## src/timer2_consts.svh

```systemverilog
// Register offsets, field positions, reset values and counts of the period match timer.
// Function
// Instruction clock is mclk divided by four.
// Prescale select: 00 one, 01 four, 1x sixteen.
// Counter compared with period register every cycle.
// Counter counts up, loads zero after match.
// Each match advances the postscaler by one.
// Postscale field bits 6..3 selects 1:(n+1).
// Postscaler completion sets the period match flag.
// Counter, period read/write; reset 00h and FFh.
// Timer runs only while run bit 2 set.
// Count write, control write, reset clear scalers.
// Control write leaves counter value unchanged.
// Match signal exported for the companion timer gate.
// Timer off holds state; flag stays until cleared.
`ifndef TIMER2_CONSTS_SVH
`define TIMER2_CONSTS_SVH

// Byte addresses of the registers on the Avalon-MM slave.
`define T2_ADDR_COUNT 8'h00
`define T2_ADDR_PERIOD 8'h04
`define T2_ADDR_CONTROL 8'h08
`define T2_ADDR_FLAGS 8'h0C
`define T2_ADDR_FLAG_CLEAR 8'h10
`define T2_ADDR_FLAG_ENABLE 8'h14

// Reset values.
`define T2_COUNT_RESET 8'h00
`define T2_PERIOD_RESET 8'hFF
`define T2_CONTROL_RESET 8'h00
`define T2_ZERO8 8'h00
`define T2_ZERO32 32'h0000_0000

// Control register field positions.
`define T2_CTRL_PRESCALE_LO 0
`define T2_CTRL_PRESCALE_HI 1
`define T2_CTRL_RUN_BIT 2
`define T2_CTRL_POSTSCALE_LO 3
`define T2_CTRL_POSTSCALE_HI 6

// Position of the period match flag in the flag, clear and enable registers.
`define T2_FLAG_BIT 1

// Terminal count of the divide by four that makes the instruction clock.
`define T2_INST_DIV_LAST 2'h3

// Prescale codes and terminal counts of the prescaler.
`define T2_PRE_CODE_DIV1 2'h0
`define T2_PRE_CODE_DIV4 2'h1
`define T2_PRE_LAST_DIV1 4'h0
`define T2_PRE_LAST_DIV4 4'h3
`define T2_PRE_LAST_DIV16 4'hF

// Steps and zero values of the small counters.
`define T2_ONE8 8'h01
`define T2_ONE4 4'h1
`define T2_ONE2 2'h1
`define T2_ZERO4 4'h0
`define T2_ZERO2 2'h0

`endif

```

## src/timer2_pkg.sv

```systemverilog
// Types shared by the period match timer and its scaler modules.
package timer2_pkg;

    // Control fields that steer the scalers and the counter.
    typedef struct packed {
        logic [3:0] postscale_select;
        logic timer2_run;
        logic [1:0] prescale_select;
    } timer2_ctrl_s;

    // State of the prescaler module.
    typedef struct packed {
        logic [1:0] inst_phase;
        logic [3:0] pre_count;
        logic tick;
    } prescale_state_s;

    // State of the postscaler module.
    typedef struct packed {
        logic [3:0] post_count;
        logic done;
    } postscale_state_s;

    // State of the top module.
    typedef struct packed {
        logic [7:0] timer2_count;
        logic [7:0] timer2_period;
        timer2_ctrl_s ctrl;
        logic period_match_flag;
        logic flag_enable;
        logic waitrequest;
        logic [31:0] readdata;
        logic irq;
        logic period_match;
    } timer2_state_s;

endpackage

```

## src/period_match_timer8.sv

```systemverilog
// Top of the 8-bit period match timer with its Avalon-MM register slave and interrupt.
`timescale 1ns/100ps
`default_nettype none

`include "timer2_consts.svh"

module period_match_timer8 (
    input wire logic mclk,
    input wire logic rst,
    input wire logic [7:0] address,
    input wire logic read,
    input wire logic write,
    input wire logic [31:0] writedata,
    input wire logic [3:0] byteenable,
    output logic [31:0] readdata,
    output logic waitrequest,
    output logic irq,
    output logic period_match
);

    timer2_pkg::timer2_state_s st; // Registered state.
    timer2_pkg::timer2_state_s next_st; // Next state.
    logic pre_tick; // One-cycle increment pulse from the prescaler.
    logic post_done; // One-cycle pulse when the postscaler completes.
    logic access; // A request is completed at this edge.
    logic wr_low; // A completed write that carries the low byte.
    logic wr_count; // Software writes the counter.
    logic wr_control; // Software writes the control register.
    logic scaler_clear; // Clears the prescaler and postscaler.
    logic match_now; // Counter equals period in this cycle.
    logic roll; // Counter rolls to zero at this edge.
    logic [7:0] ctrl_byte; // Control register as software sees it.

    // Control register image, with bit 7 reading as zero.
    function automatic logic [7:0] ctrl_image(input timer2_pkg::timer2_ctrl_s c);
        ctrl_image = `T2_ZERO8;
        ctrl_image[`T2_CTRL_PRESCALE_HI:`T2_CTRL_PRESCALE_LO] = c.prescale_select;
        ctrl_image[`T2_CTRL_RUN_BIT] = c.timer2_run;
        ctrl_image[`T2_CTRL_POSTSCALE_HI:`T2_CTRL_POSTSCALE_LO] = c.postscale_select;
    endfunction

    // Places a one-bit flag at its position in a zero word.
    function automatic logic [31:0] flag_word(input logic bit_value);
        flag_word = `T2_ZERO32;
        flag_word[`T2_FLAG_BIT] = bit_value;
    endfunction

    // Turns the prescaler output into increments of the counter.
    timer2_prescaler u_prescaler (
        .mclk(mclk),
        .rst(rst),
        .clear(scaler_clear),
        .ctrl(st.ctrl),
        .tick(pre_tick)
    );

    // Divides counter matches down to the flag event.
    timer2_postscaler u_postscaler (
        .mclk(mclk),
        .rst(rst),
        .clear(scaler_clear),
        .advance(roll),
        .ctrl(st.ctrl),
        .done(post_done)
    );

    // Decodes completed bus accesses that steer the scalers.
    always_comb begin
        access = !st.waitrequest && (read || write);
        wr_low = access && write && byteenable[0];
        wr_count = wr_low && (address == `T2_ADDR_COUNT);
        wr_control = wr_low && (address == `T2_ADDR_CONTROL);
        scaler_clear = wr_count || wr_control;
        match_now = (st.timer2_count == st.timer2_period);
        roll = pre_tick && match_now && st.ctrl.timer2_run;
        ctrl_byte = ctrl_image(st.ctrl);
    end

    // Next state: counter, registers, flag, interrupt and bus answer.
    always_comb begin
        next_st = st;
        // The counter moves only on prescaler output while running; otherwise it holds.
        if (pre_tick && st.ctrl.timer2_run) begin
            if (match_now) begin
                next_st.timer2_count = `T2_ZERO8;
            end else begin
                next_st.timer2_count = st.timer2_count + `T2_ONE8;
            end
        end
        // Software writes land at the edge where waitrequest is sampled low.
        if (wr_low) begin
            if (address == `T2_ADDR_COUNT) begin
                next_st.timer2_count = writedata[7:0];
            end else if (address == `T2_ADDR_PERIOD) begin
                next_st.timer2_period = writedata[7:0];
            end else if (address == `T2_ADDR_CONTROL) begin
                // Only the control fields change; the counter keeps its value.
                next_st.ctrl.prescale_select = writedata[`T2_CTRL_PRESCALE_HI:`T2_CTRL_PRESCALE_LO];
                next_st.ctrl.timer2_run = writedata[`T2_CTRL_RUN_BIT];
                next_st.ctrl.postscale_select = writedata[`T2_CTRL_POSTSCALE_HI:`T2_CTRL_POSTSCALE_LO];
            end else if (address == `T2_ADDR_FLAG_CLEAR) begin
                if (writedata[`T2_FLAG_BIT]) begin
                    next_st.period_match_flag = 1'b0;
                end
            end else if (address == `T2_ADDR_FLAG_ENABLE) begin
                next_st.flag_enable = writedata[`T2_FLAG_BIT];
            end
        end
        // The postscaler event is placed after the clear so that a coinciding set wins.
        if (post_done) begin
            next_st.period_match_flag = 1'b1;
        end
        // Interrupt level follows the enabled flag, from a flip-flop.
        next_st.irq = next_st.period_match_flag && next_st.flag_enable;
        // Exported match level, registered from the next counter and period.
        next_st.period_match = (next_st.timer2_count == next_st.timer2_period);
        // Waitrequest drops for one cycle, one cycle after a request appears.
        if (st.waitrequest && (read || write)) begin
            next_st.waitrequest = 1'b0;
        end else begin
            next_st.waitrequest = 1'b1;
        end
        // Read data are loaded as waitrequest drops; unmapped addresses read zero.
        if (st.waitrequest && read) begin
            if (address == `T2_ADDR_COUNT) begin
                next_st.readdata = {24'h00_0000, st.timer2_count};
            end else if (address == `T2_ADDR_PERIOD) begin
                next_st.readdata = {24'h00_0000, st.timer2_period};
            end else if (address == `T2_ADDR_CONTROL) begin
                next_st.readdata = {24'h00_0000, ctrl_byte};
            end else if (address == `T2_ADDR_FLAGS) begin
                next_st.readdata = flag_word(st.period_match_flag);
            end else if (address == `T2_ADDR_FLAG_ENABLE) begin
                next_st.readdata = flag_word(st.flag_enable);
            end else begin
                next_st.readdata = `T2_ZERO32;
            end
        end
    end

    // Registers the whole state; every reset returns the documented values.
    always_ff @(posedge mclk or posedge rst) begin
        if (rst) begin
            st.timer2_count <= `T2_COUNT_RESET;
            st.timer2_period <= `T2_PERIOD_RESET;
            st.ctrl <= 7'(`T2_CONTROL_RESET); // The control state holds only the seven implemented bits.
            st.period_match_flag <= 1'b0;
            st.flag_enable <= 1'b0;
            st.waitrequest <= 1'b1;
            st.readdata <= `T2_ZERO32;
            st.irq <= 1'b0;
            st.period_match <= 1'b0;
        end else begin
            st <= next_st;
        end
    end

    // Outputs come straight from flip-flops.
    assign readdata = st.readdata;
    assign waitrequest = st.waitrequest;
    assign irq = st.irq;
    assign period_match = st.period_match;

endmodule

`default_nettype wire

```

## src/timer2_prescaler.sv

```systemverilog
// Instruction clock divider and selectable prescaler of the period match timer.
`timescale 1ns/100ps
`default_nettype none

`include "timer2_consts.svh"

module timer2_prescaler (
    input wire logic mclk,
    input wire logic rst,
    input wire logic clear,
    input var timer2_pkg::timer2_ctrl_s ctrl,
    output logic tick
);

    // Terminal count of the prescaler for a select code.
    function automatic logic [3:0] pre_last(input logic [1:0] code);
        if (code == `T2_PRE_CODE_DIV1) begin
            pre_last = `T2_PRE_LAST_DIV1;
        end else if (code == `T2_PRE_CODE_DIV4) begin
            pre_last = `T2_PRE_LAST_DIV4;
        end else begin
            pre_last = `T2_PRE_LAST_DIV16;
        end
    endfunction

    timer2_pkg::prescale_state_s st; // Registered state.
    timer2_pkg::prescale_state_s next_st; // Next state.
    logic inst_edge; // One mclk cycle in four marks an instruction clock.

    // The instruction clock phase runs free; the prescaler advances on it while the timer runs.
    always_comb begin
        next_st = st;
        next_st.tick = 1'b0;
        inst_edge = (st.inst_phase == `T2_INST_DIV_LAST);
        next_st.inst_phase = st.inst_phase + `T2_ONE2;
        if (clear) begin
            next_st.pre_count = `T2_ZERO4;
        end else if (ctrl.timer2_run && inst_edge) begin
            if (st.pre_count >= pre_last(ctrl.prescale_select)) begin
                next_st.pre_count = `T2_ZERO4;
                next_st.tick = 1'b1;
            end else begin
                next_st.pre_count = st.pre_count + `T2_ONE4;
            end
        end
    end

    // Registers the prescaler state.
    always_ff @(posedge mclk or posedge rst) begin
        if (rst) begin
            st <= '0;
        end else begin
            st <= next_st;
        end
    end

    assign tick = st.tick; // Comes straight from a flip-flop.

endmodule

`default_nettype wire

```

## src/timer2_postscaler.sv

```systemverilog
// Match postscaler of the period match timer.
`timescale 1ns/100ps
`default_nettype none

`include "timer2_consts.svh"

module timer2_postscaler (
    input wire logic mclk,
    input wire logic rst,
    input wire logic clear,
    input wire logic advance,
    input var timer2_pkg::timer2_ctrl_s ctrl,
    output logic done
);

    timer2_pkg::postscale_state_s st; // Registered state.
    timer2_pkg::postscale_state_s next_st; // Next state.

    // Counts matches and pulses done after postscale_select plus one of them.
    always_comb begin
        next_st = st;
        next_st.done = 1'b0;
        if (clear) begin
            next_st.post_count = `T2_ZERO4;
        end else if (advance) begin
            if (st.post_count >= ctrl.postscale_select) begin
                next_st.post_count = `T2_ZERO4;
                next_st.done = 1'b1;
            end else begin
                next_st.post_count = st.post_count + `T2_ONE4;
            end
        end
    end

    // Registers the postscaler state.
    always_ff @(posedge mclk or posedge rst) begin
        if (rst) begin
            st <= '0;
        end else begin
            st <= next_st;
        end
    end

    assign done = st.done; // Comes straight from a flip-flop.

endmodule

`default_nettype wire

```

## config.mk

```make
export PLATFORM = sky130hd
export DESIGN_NAME = period_match_timer8
export DESIGN_NICKNAME = d
export VERILOG_FILES = /design/src/timer2_pkg.sv /design/src/period_match_timer8.sv /design/src/timer2_prescaler.sv /design/src/timer2_postscaler.sv
export VERILOG_INCLUDE_DIRS = /design/src
export SDC_FILE = /design/constraint.sdc
export NUM_CORES = 1
export LEC_CHECK = 0
export BUFFER_PORTS_ARGS = -buffer_cell sky130_fd_sc_hd__buf_2
export CORE_MARGIN = 8
export CORE_UTILIZATION = 52
export CTS_CLUSTER_DIAMETER = 60
export DETAILED_ROUTE_END_ITERATION = 10
export HOLD_SLACK_MARGIN = 0.06
export PLACE_DENSITY = 0.8
export SKIP_LAST_GASP = 1
export SLEW_MARGIN = 20
export SYNTH_ARGS = -nofsm -noshare
export SYNTH_HDL_FRONTEND = slang
export SYNTH_SLANG_ARGS = --single-unit
```

## constraint.sdc

```tcl
create_clock -name mclk -period 2.8 [get_ports mclk]
set_clock_uncertainty 0.1 [all_clocks]
set_input_delay 0.42 -clock mclk [delete_from_list [all_inputs] [get_ports mclk]]
set_output_delay 0.42 -clock mclk [all_outputs]
set_load 0.05 [all_outputs]
```

==> metrics, run 1 <==
final weighted congestion of routability-driven global placement 0.922; simple logic cell fraction of the synthesized area 0.161; path type of the worst setup path register to register; via count of the first global-routing pass 2130; worst path arrival time 2570 ps; post-synthesis area per instance 9.95 sq um; Synth Cell Area 2940 sq um; area fraction in compound gates after synthesis 0.110; maxcap violations 0; r2r endpoint u_postscaler.st[3]; synthesized-area fraction occupied by adder cells 0.0512; clock buffers created by TritonCTS 5; Ant. Diodes 0; Worst Max-Slew Pin Slew 966 ps; root cell of the clock tree sky130_fd_sc_hd__clkbuf_8; Vias 2149; power per unit of standard cell area between 400 and 500 nW/um^2; final critical delay including setup and external delays roughly 2400 ps; leakage power 1.47 nW; die width 91.1 um; async set-reset flop share out of synthesis 1.00; effective utilization at floorplan 0.536; clock latency at the later pin of the worst-skew pair 300 ps; NumNets Final 388; count of synthesis-stage warnings from yosys 0; DRC violation total after the first TritonRoute iteration approximately 160; routed wire length 6080 um; post-synthesis cell count 295; full die area between 8000 and 9000 sq um; cell depth of the worst flop-to-flop path 7; area of the core 5470 sq um; router iterations before antenna repair 4; layout cells sized above 1 0.274; RR Startpoint st[49]; register-to-register path setup slack 360 ps; vertical extent of the die 91.1 um; total clock sinks 48; number of instances on the worst hold path 2; Longest Clk Path Bufs 2; Final Hold Viols 0; global-route wire length before repair a little over 10000 um; total of buffers placed on input and output ports 31; CP max FO 5; number of enable-type register cells in the synthesized netlist 0; required arrival time at the worst endpoint 2930 ps; most used flip-flop cell after synthesis sky130_fd_sc_hd__dfrtp_1; H-tree levels 2; flip-flop and latch count after synthesis between 40 and 50; average via count per standard cell 5.36; status finished, final reports clean; antenna violations before repair 0; portion of the post-synthesis area used by sequential elements 0.413; post-CTS repair timing setup buffer count 0; XOR/XNOR share of the synthesized area 0.0597; HPWL after DPL 4640 um; Final Max Slew Viols 0; Endpoint, Worst Hold waitrequest; global-route total usage across every layer 0.150; aggregate negative setup slack 0 ps; final worst-path cycle share 0.871; top achievable clock speed around 400 MHz; Setup violations, final 0; largest family of logic cells by synthesized area simple AND/OR/NAND/NOR gates; crit path launch type register; synthesis-to-finish area growth 9.21%; post-synthesis cell type count 50; maximum VDD drop 0.000201 V; Congestion Overflow GR 0; largest net degree at the start of global routing 48; multiplexer share of the synthesized area 0.0916; worst rel slew slack 0.355; number of top-level design ports 83; startpoint of the tightest hold check path read; average wire length per cell after detail routing 15.2 um; sort of element at the end of the critical path register; Hold WS 185 ps; Antenna Violating Nets Remaining 0; setup repair after global routing missed its margin false; drt drc 0; post-CTS clock slew at the launch and capture registers of the worst setup and hold paths roughly 90 ps; kind of path behind the tightest hold check input port to register; placement row count 27; TritonCTS clock tree yes
==> worst max path at each step <==
stage          cells after the start            endpoint  slack (ps)        from
3_3_place_gp                       8        period_match          70  address[5]
4_1_cts                            7  u_postscaler.st[3]         140      st[50]
5_1_grt                            7  u_postscaler.st[3]         150      st[47]
6_report                           7  u_postscaler.st[3]         360      st[49]
3_5_place_dp                       8        period_match          50  address[5]
2_1_floorplan                      9        period_match         240  address[5]
==> cell usage in the layout (no fill, tap or decap), types with 2 or more instances in the layout <==
| cell | count |
|---|---|
| sky130_fd_sc_hd__inv_1 | 10 |
| sky130_fd_sc_hd__mux2_2 | 15 |
| sky130_fd_sc_hd__or2_2 | 2 |
| sky130_fd_sc_hd__mux2i_1 | 7 |
| sky130_fd_sc_hd__conb_1 | 24 |
| sky130_fd_sc_hd__nand2_1 | 27 |
| sky130_fd_sc_hd__dfrtp_1 | 39 |
| sky130_fd_sc_hd__mux2_4 | 2 |
| sky130_fd_sc_hd__nand4_1 | 4 |
| sky130_fd_sc_hd__buf_4 | 13 |
| sky130_fd_sc_hd__buf_2 | 31 |
| sky130_fd_sc_hd__nor2b_1 | 2 |
| sky130_fd_sc_hd__nand3b_1 | 2 |
| sky130_fd_sc_hd__nor3_1 | 6 |
| sky130_fd_sc_hd__xor2_1 | 5 |
| sky130_fd_sc_hd__and2_1 | 2 |
| sky130_fd_sc_hd__xnor2_1 | 15 |
| sky130_fd_sc_hd__and4_1 | 2 |
| sky130_fd_sc_hd__a31oi_1 | 2 |
| sky130_fd_sc_hd__dfstp_2 | 9 |
| sky130_fd_sc_hd__or4_1 | 2 |
| sky130_fd_sc_hd__nor4_1 | 2 |
| sky130_fd_sc_hd__or3_1 | 3 |
| sky130_fd_sc_hd__o31ai_1 | 4 |
| sky130_fd_sc_hd__clkbuf_8 | 7 |
| sky130_fd_sc_hd__nand2b_1 | 2 |
| sky130_fd_sc_hd__nor3b_1 | 3 |
| sky130_fd_sc_hd__nand3_1 | 6 |
| sky130_fd_sc_hd__o21ai_0 | 15 |
| sky130_fd_sc_hd__nor2_1 | 14 |
| sky130_fd_sc_hd__a21oi_1 | 14 |
| sky130_fd_sc_hd__a21o_1 | 8 |
| sky130_fd_sc_hd__a22o_1 | 2 |
| sky130_fd_sc_hd__ha_1 | 12 |
==> metrics by stage <==
step	instances	util	power, mW	instance area [sq um]	setup WS, ps
finish	401	0.586	1.44	3210	360
global route	401	0.586	1.49	3210	154
CTS	401	0.585	1.45	3200	137
detailed placement	393	0.562	0.904	3070	53.3
global placement	393	0.562	0.900	3070	74.8
floorplan	318	-	0.891	3020	238
==> critical path, stage by stage (launching register included) <==
cell	delay [ps]
sky130_fd_sc_hd__dfstp_2	560
sky130_fd_sc_hd__xnor2_1	140
sky130_fd_sc_hd__nand4_1	260
sky130_fd_sc_hd__or3_1	430
sky130_fd_sc_hd__a2111oi_2	550
sky130_fd_sc_hd__nor2b_1	180
sky130_fd_sc_hd__o21ai_0	70
sky130_fd_sc_hd__o21ai_0	80
==> sequential cells by signal, summed over array words and instances, names as in the netlist <==
name,cells
st,18
readdata,8
ctrl_byte,7
u_prescaler.st,6
u_postscaler.st,4
irq,1
period_match,1
u_postscaler.done,1
u_prescaler.tick,1
waitrequest,1
==> repair_timing <==
action                                  CTS  global route
gates resized for setup                   0             1
endpoints found under the setup margin    0             3
hold buffers                              0             0
==> metal layers <==
metal	track usage	up-vias	wire, um
met5	0	-	0
met4	0.0587	0	126
met1	0.177	1042	2600
li1	-	1037	-
met2	0.248	59	2910
met3	0.0486	11	435
==> synth_stat cells (3+ instances only) <==
library cell                n  area [sq um]
sky130_fd_sc_hd__nand2_1   27           101
sky130_fd_sc_hd__dfrtp_1   39           976
sky130_fd_sc_hd__inv_1     11          41.3
sky130_fd_sc_hd__nand4_1    4          25.0
sky130_fd_sc_hd__nor2_1    14          52.6
sky130_fd_sc_hd__a21oi_1   14          70.1
sky130_fd_sc_hd__dfstp_2    9           236
sky130_fd_sc_hd__o21ai_0   15          75.1
sky130_fd_sc_hd__or3_1      3          18.8
sky130_fd_sc_hd__buf_4     32           240
sky130_fd_sc_hd__mux2_2    15           169
sky130_fd_sc_hd__nor3b_1    3          22.5
sky130_fd_sc_hd__xnor2_1   15           131
sky130_fd_sc_hd__nor3_1     6          30.0
sky130_fd_sc_hd__nand3_1    6          30.0
sky130_fd_sc_hd__a21o_1     8          60.1
sky130_fd_sc_hd__clkbuf_1   5          18.8
sky130_fd_sc_hd__mux2i_1    7          70.1
sky130_fd_sc_hd__xor2_1     5          43.8
sky130_fd_sc_hd__ha_1      12           150
sky130_fd_sc_hd__o31ai_1    4          30.0
==> kinds of logic (layout without fill, tap and decap cells) <==
group,count (synthesis),in the layout
adders and majority gates,12,12
xor gates and xnor gates,20,20
AOI/OAI and AO/OA,52,52
buffers and inverters,52,63
other,1,24
DFF,48,48
muxes,24,24
and+or+nand+nor,86,86
==> cell type report <==
cell class,instances,area (sq um)
fillers,474,2270
flip-flops and latches,48,1210
clock buffers,7,96.3
inverters,11,41.3
clock inverters,1,30.0
multi-input cells,218,1480
repair buffers,44,253
well taps,72,90.1
==> power breakdown <==
group	internal, mW	switching (mW)
registers	0.705	0.00970
clock network	0.315	0.234
logic	0.0411	0.135
total	1.06	0.379
(Power assumes the default switching activity.)
==> run 2: changes to the inputs <==
--- a/config.mk
+++ b/config.mk
@@ -7,7 +7,8 @@
 export NUM_CORES = 1
 export LEC_CHECK = 0
 export BUFFER_PORTS_ARGS = -buffer_cell sky130_fd_sc_hd__buf_2
-export CORE_MARGIN = 8
+export CORE_ASPECT_RATIO = 0.7
+export CORE_MARGIN = 5
 export CORE_UTILIZATION = 52
 export CTS_CLUSTER_DIAMETER = 60
 export DETAILED_ROUTE_END_ITERATION = 10
==> metrics, run 2 (same netlist as run 1, synthesis figures left out) <==
root cell of the clock tree sky130_fd_sc_hd__clkbuf_8 (unchanged); NumNets Final 390 (was 388); global-route wire length before repair 10200 um (was 10300 um); number of top-level design ports 83 (unchanged); synthesis-to-finish area growth 8.40% (was 9.21%); average via count per standard cell 5.32 (was 5.36); aggregate negative setup slack 0 ps (unchanged); Final Hold Viols 0 (unchanged); commonest non-fill, non-tap cell in the layout sky130_fd_sc_hd__dfrtp_1 (unchanged); setup repair after global routing missed its margin false (unchanged); CP Cell Sequence xnor2_1 > nand4_1 > or3_1 > a2111oi_1 > nor2b_1 > o21ai_0 > o21ai_0 (was xnor2_1 > nand4_1 > or3_1 > a2111oi_2 > nor2b_1 > o21ai_0 > o21ai_0); post-layout total power 1.32 mW (was 1.44 mW); DRC violation total after the first TritonRoute iteration 129 (was 157); worst path arrival time 2680 ps (was 2570 ps); post-CTS repair timing setup buffer count 0 (unchanged); total instance count after detailed placement 395 (was 393); largest incremental delay on the critical path 740 ps (was 560 ps); Ant. Diodes 0 (unchanged); power per unit of standard cell area 415 nW/um^2 (was 449 nW/um^2); Hold WS 100 ps (was 185 ps); path type of the worst setup path register to register (unchanged); router iterations before antenna repair 4 (unchanged); count of cells resized by post-cts repair 0 (unchanged); leakage power 1.46 nW (was 1.47 nW); maximum VDD drop 0.000271 V (was 0.000201 V); final critical delay including setup and external delays 2540 ps (was 2440 ps); Vias 2142 (was 2149); placement row count 22 (was 27); count of cell instances traversed by the critical path 7 (unchanged); Reg with most FFs st (unchanged); vertical extent of the die 72.9 um (was 91.1 um); CP max FO 5 (unchanged); global-route total usage across every layer 0.183 (was 0.150); Worst Max-Slew Pin Slew 778 ps (was 966 ps); total clock sinks 48 (unchanged); largest net degree at the start of global routing 32 (was 48); Top Family by Delay on Critical Path compound AO/OA/AOI/OAI gates (was simple AND/OR/NAND/NOR gates); routed wire length 6210 um (was 6080 um); antenna violations before repair 0 (unchanged); worst setup path startpoint st[44] (was st[49]); Setup violations, final 0 (unchanged); Worst path slowest cell sky130_fd_sc_hd__a2111oi_1 (was sky130_fd_sc_hd__dfstp_2); drt drc 0 (unchanged); RR Startpoint st[44] (was st[49]); maxcap violations 0 (unchanged); register-to-register path setup slack 260 ps (was 360 ps); kind of path behind the tightest hold check input port to asynchronous set/reset pin (was input port to register); full die area 7270 sq um (was 8300 sq um); HPWL after DPL 4800 um (was 4640 um); final worst-path cycle share 0.907 (was 0.871); clock buffers created by TritonCTS 5 (unchanged); area of the core 5370 sq um (was 5470 sq um); flip-flop count of the largest register, all copies and words added 18 (unchanged); Final Max Slew Viols 0 (unchanged); crit path launch type register (unchanged); layout cells sized above 1 0.275 (was 0.274); hold_buf cts 0 (unchanged); top achievable clock speed 394 MHz (was 410 MHz); required arrival time at the worst endpoint 2940 ps (was 2930 ps); post-CTS clock slew at the launch and capture registers of the worst setup and hold paths 90 ps (about the same); status finished, final reports clean (unchanged); Longest Clk Path Bufs 2 (unchanged); TritonCTS clock tree yes (unchanged); count of buffering cells on the critical path with inverters included 0 (unchanged); commonest non-fill, non-tap cells in the layout sky130_fd_sc_hd__dfrtp_1 (39), sky130_fd_sc_hd__buf_2 (31), sky130_fd_sc_hd__nand2_1 (27) (unchanged); most used cell along the critical path sky130_fd_sc_hd__o21ai_0 (unchanged); Congestion Overflow GR 0 (unchanged); clock latency at the later pin of the worst-skew pair 310 ps (was 300 ps); cell depth of the worst flop-to-flop path 7 (unchanged); number of fillers in the final layout 465 (was 474); effective utilization at floorplan 0.547 (was 0.536); final weighted congestion of routability-driven global placement 0.916 (was 0.922); non-filler instance count after layout 403 (was 401); H-tree levels 2 (unchanged); via count of the first global-routing pass 2083 (was 2130); total of buffers placed on input and output ports 31 (unchanged); worst rel slew slack 0.480 (was 0.355); sort of element at the end of the critical path register (unchanged); average wire length per cell after detail routing 15.4 um (was 15.2 um); die width 99.8 um (was 91.1 um); Antenna Violating Nets Remaining 0 (unchanged)
run 2: changes by cell type in the layout (fill, tap and decap cells not counted), sizes merged:
cell / previous run / this run
clkinv: 0 / 2
clkbuf: 7 / 6
bufinv: 1 / 0
buf: 44 / 46
run 2: worst reg2reg max path, delay by kind of cell (launching register included):
| family | cells | cell delay, ps |
|---|---|---|
| compound gates | 3 | 900 |
| xor+xnor | 1 | 140 |
| flops | 1 | 590 |
| simple gates | 3 | 750 |
run 2: metal layers:
layer  part of all wire  track usage
met1               0.48        0.269
met4              0.018       0.0636
met2               0.42        0.262
met3              0.081       0.0458
met5                  0            0
run 2: power breakdown:
group	internal (mW)	switching [mW]
sequential	0.705	0.0108
clock	0.197	0.232
combinational	0.0416	0.135
total	0.944	0.378
run 2: stage by stage:
| step | instance area [sq um] | setup WS, ps | utilization |
|---|---|---|---|
| floorplan | 3020 | 238 | - |
| global placement | 3090 | 75.6 | 0.576 |
| detailed placement | 3090 | 73.0 | 0.576 |
| CTS | 3180 | 282 | 0.593 |
| global route | 3180 | 96.0 | 0.593 |
| finish | 3180 | 262 | 0.593 |
run 2: path summary, 6_finish.rpt:
path	end
setup / recovery	u_postscaler.st[3]
hold / removal	st[57]
setup reg to reg	u_postscaler.st[3]
hold reg to reg	u_prescaler.st[5]
max in group asynchronous	st[48]
min in group mclk	waitrequest
run 2: area by class of cell:
type | count | area (sq um) | area share
multi-input cells | 218 | 1480 | 0.464
clock inverters | 2 | 10.0 | 0.00315
clock buffers | 6 | 82.6 | 0.0260
well taps | 72 | 90.1 | 0.0283
flip-flops and latches | 48 | 1210 | 0.381
repair buffers | 46 | 268 | 0.0842
inverters | 11 | 41.3 | 0.0130
==> run 3: changes to the inputs <==
--- a/config.mk
+++ b/config.mk
@@ -9,11 +9,11 @@
 export BUFFER_PORTS_ARGS = -buffer_cell sky130_fd_sc_hd__buf_2
 export CORE_ASPECT_RATIO = 0.7
 export CORE_MARGIN = 5
-export CORE_UTILIZATION = 52
+export CORE_UTILIZATION = 50
 export CTS_CLUSTER_DIAMETER = 60
 export DETAILED_ROUTE_END_ITERATION = 10
 export HOLD_SLACK_MARGIN = 0.06
-export PLACE_DENSITY = 0.8
+export PLACE_DENSITY = 0.77
 export SKIP_LAST_GASP = 1
 export SLEW_MARGIN = 20
 export SYNTH_ARGS = -nofsm -noshare
==> metrics, run 3 (same netlist as run 1, synthesis figures left out) <==
post-CTS clock slew at the launch and capture registers of the worst setup and hold paths 80 ps (was 90 ps); CP Cell Sequence buf_2 > or4_4 > nor3_4 > nand2b_2 > mux2_4 > xnor2_1 > o211ai_1 > nor4b_2 (was xnor2_1 > nand4_1 > or3_1 > a2111oi_1 > nor2b_1 > o21ai_0 > o21ai_0); Final Hold Viols 0 (unchanged); layout cells sized above 1 0.275 (unchanged); clock latency at the later pin of the worst-skew pair 300 ps (was 310 ps); NumNets Final 390 (unchanged); final instance area 3200 sq um (was 3180 sq um); global-route wire length before repair 10300 um (was 10200 um); Top Family by Delay on Critical Path simple AND/OR/NAND/NOR gates (was compound AO/OA/AOI/OAI gates); Switch Pwr 0.369 mW (was 0.378 mW); H-tree levels 2 (unchanged); worst path arrival time 2540 ps (was 2680 ps); leakage power 1.46 nW (about the same); final critical delay including setup and external delays 2440 ps (was 2540 ps); Congestion Overflow GR 0 (unchanged); commonest non-fill, non-tap cells in the layout sky130_fd_sc_hd__dfrtp_1 (39), sky130_fd_sc_hd__buf_2 (31), sky130_fd_sc_hd__nand2_1 (27) (unchanged); Ant. Diodes 0 (unchanged); sort of element at the end of the critical path register (unchanged); synthesis-to-finish area growth 8.99% (was 8.40%); Setup violations, final 0 (unchanged); power share of the combinational group 0.131 (was 0.134); number of top-level design ports 83 (unchanged); clock share of power 0.335 (was 0.324); TritonCTS clock tree yes (unchanged); Worst path slowest cell sky130_fd_sc_hd__or4_4 (was sky130_fd_sc_hd__a2111oi_1); kind of path behind the tightest hold check input port to asynchronous set/reset pin (unchanged); Vias 2118 (was 2142); maximum VDD drop 0.000247 V (was 0.000271 V); final weighted congestion of routability-driven global placement 0.898 (was 0.916); hold_buf cts 0 (unchanged); total placed instance area 3090 sq um (about the same); final cell utilization of the core 0.561 (was 0.593); crit path launch type input port (was register); antenna violations before repair 0 (unchanged); number of fillers in the final layout 509 (was 465); aggregate negative setup slack 0 ps (unchanged); vertical extent of the die 74.1 um (was 72.9 um); maxcap violations 0 (unchanged); setup repair after global routing missed its margin false (unchanged); effective utilization at floorplan 0.515 (was 0.547); power per unit of standard cell area 419 nW/um^2 (was 415 nW/um^2); Antenna Violating Nets Remaining 0 (unchanged); full die area 7530 sq um (was 7270 sq um); die width 102 um (was 99.8 um); global-route total usage across every layer 0.177 (was 0.183); total clock sinks 48 (unchanged); placement row count 23 (was 22); largest incremental delay on the critical path 580 ps (was 740 ps); via count of the first global-routing pass 2030 (was 2083); average via count per standard cell 5.22 (was 5.32); commonest non-fill, non-tap cell in the layout sky130_fd_sc_hd__dfrtp_1 (unchanged); Reg with most FFs st (unchanged); count of buffering cells on the critical path with inverters included 1 (was 0); path type of the worst setup path input port to register (was register to register); DRC violation total after the first TritonRoute iteration 128 (was 129); Worst Max-Slew Pin Slew 825 ps (was 778 ps); Sw Ratio 0.275 (was 0.286); area of the core 5700 sq um (was 5370 sq um); top achievable clock speed 409 MHz (was 394 MHz); drt drc 0 (unchanged); worst rel slew slack 0.450 (was 0.480); HPWL after DPL 4750 um (was 4800 um); Final Max Slew Viols 0 (unchanged); clock buffers created by TritonCTS 5 (unchanged); root cell of the clock tree sky130_fd_sc_hd__clkbuf_8 (unchanged); router iterations before antenna repair 4 (unchanged); CP max FO 7 (was 5); status finished, final reports clean (unchanged); routed wire length 6190 um (was 6210 um); largest net degree at the start of global routing 49 (was 32); Reg power frac 0.534 (was 0.542); required arrival time at the worst endpoint 2900 ps (was 2940 ps); final worst-path cycle share 0.873 (was 0.907); average wire length per cell after detail routing 15.2 um (was 15.4 um); flip-flop count of the largest register, all copies and words added 18 (unchanged); Int Power 0.972 mW (was 0.944 mW); Longest Clk Path Bufs 2 (unchanged); total of buffers placed on input and output ports 31 (unchanged)
-- run 3: cell types whose count changed in the layout (fill, tap and decap cells not counted), sizes merged --
| cell | before | now |
|---|---|---|
| clkbuf | 6 | 8 |
| clkinv | 2 | 1 |
| inv | 11 | 10 |
-- run 3: routing by layer --
layer | share of wire | routed length (um) | up-vias | track usage
met5 | 0 | 0 | - | 0
met4 | 0.016 | 98 | 0 | 0.0619
met3 | 0.081 | 498 | 9 | 0.0384
met2 | 0.42 | 2600 | 58 | 0.248
met1 | 0.48 | 2990 | 1014 | 0.269
li1 | - | - | 1037 | -
-- run 3: cell type report --
cell class	instances	area [sq um]	share of cell area
flip-flops and latches	48	1210	0.379
clock buffers	8	100	0.0313
repair buffers	46	268	0.0837
inverters	11	42.5	0.0133
multi-input cells	218	1480	0.463
well taps	75	93.8	0.0293
-- run 3: repair_timing --
action	in CTS	in global routing
setup endpoints to repair	0	1
gates resized for setup	0	1
buffers inserted	0	0
-- run 3: path summary, 6_finish.rpt --
path	from	cells after the start	endpoint	slack (ps)
max	address[5]	8	period_match	360
min	rst	2	readdata[0]	130
max reg2reg	waitrequest	6	period_match	400
min reg2reg	u_prescaler.st[5]	1	u_prescaler.st[5]	330
max in group asynchronous	rst	3	st[45]	1830
min in group mclk	read	2	waitrequest	170
-- run 3: per-stage QoR --
stage	hold slack, ps	std cells	power, mW	worst slack [ps]
final	132	406	1.34	356
after detailed placement	318	398	0.905	75.1
after floorplan	301	318	0.891	238
after global placement	313	398	0.901	70.0
after global routing	187	406	1.39	240
after CTS	158	406	1.35	214
-- run 3: power groups by stage --
stage	combinational [mW]	sequential, mW	clock, mW
floorplan	0.159	0.732	0
global placement	0.173	0.728	0
detailed placement	0.175	0.729	0
CTS	0.176	0.716	0.463
global route	0.192	0.718	0.485
finish	0.176	0.716	0.449
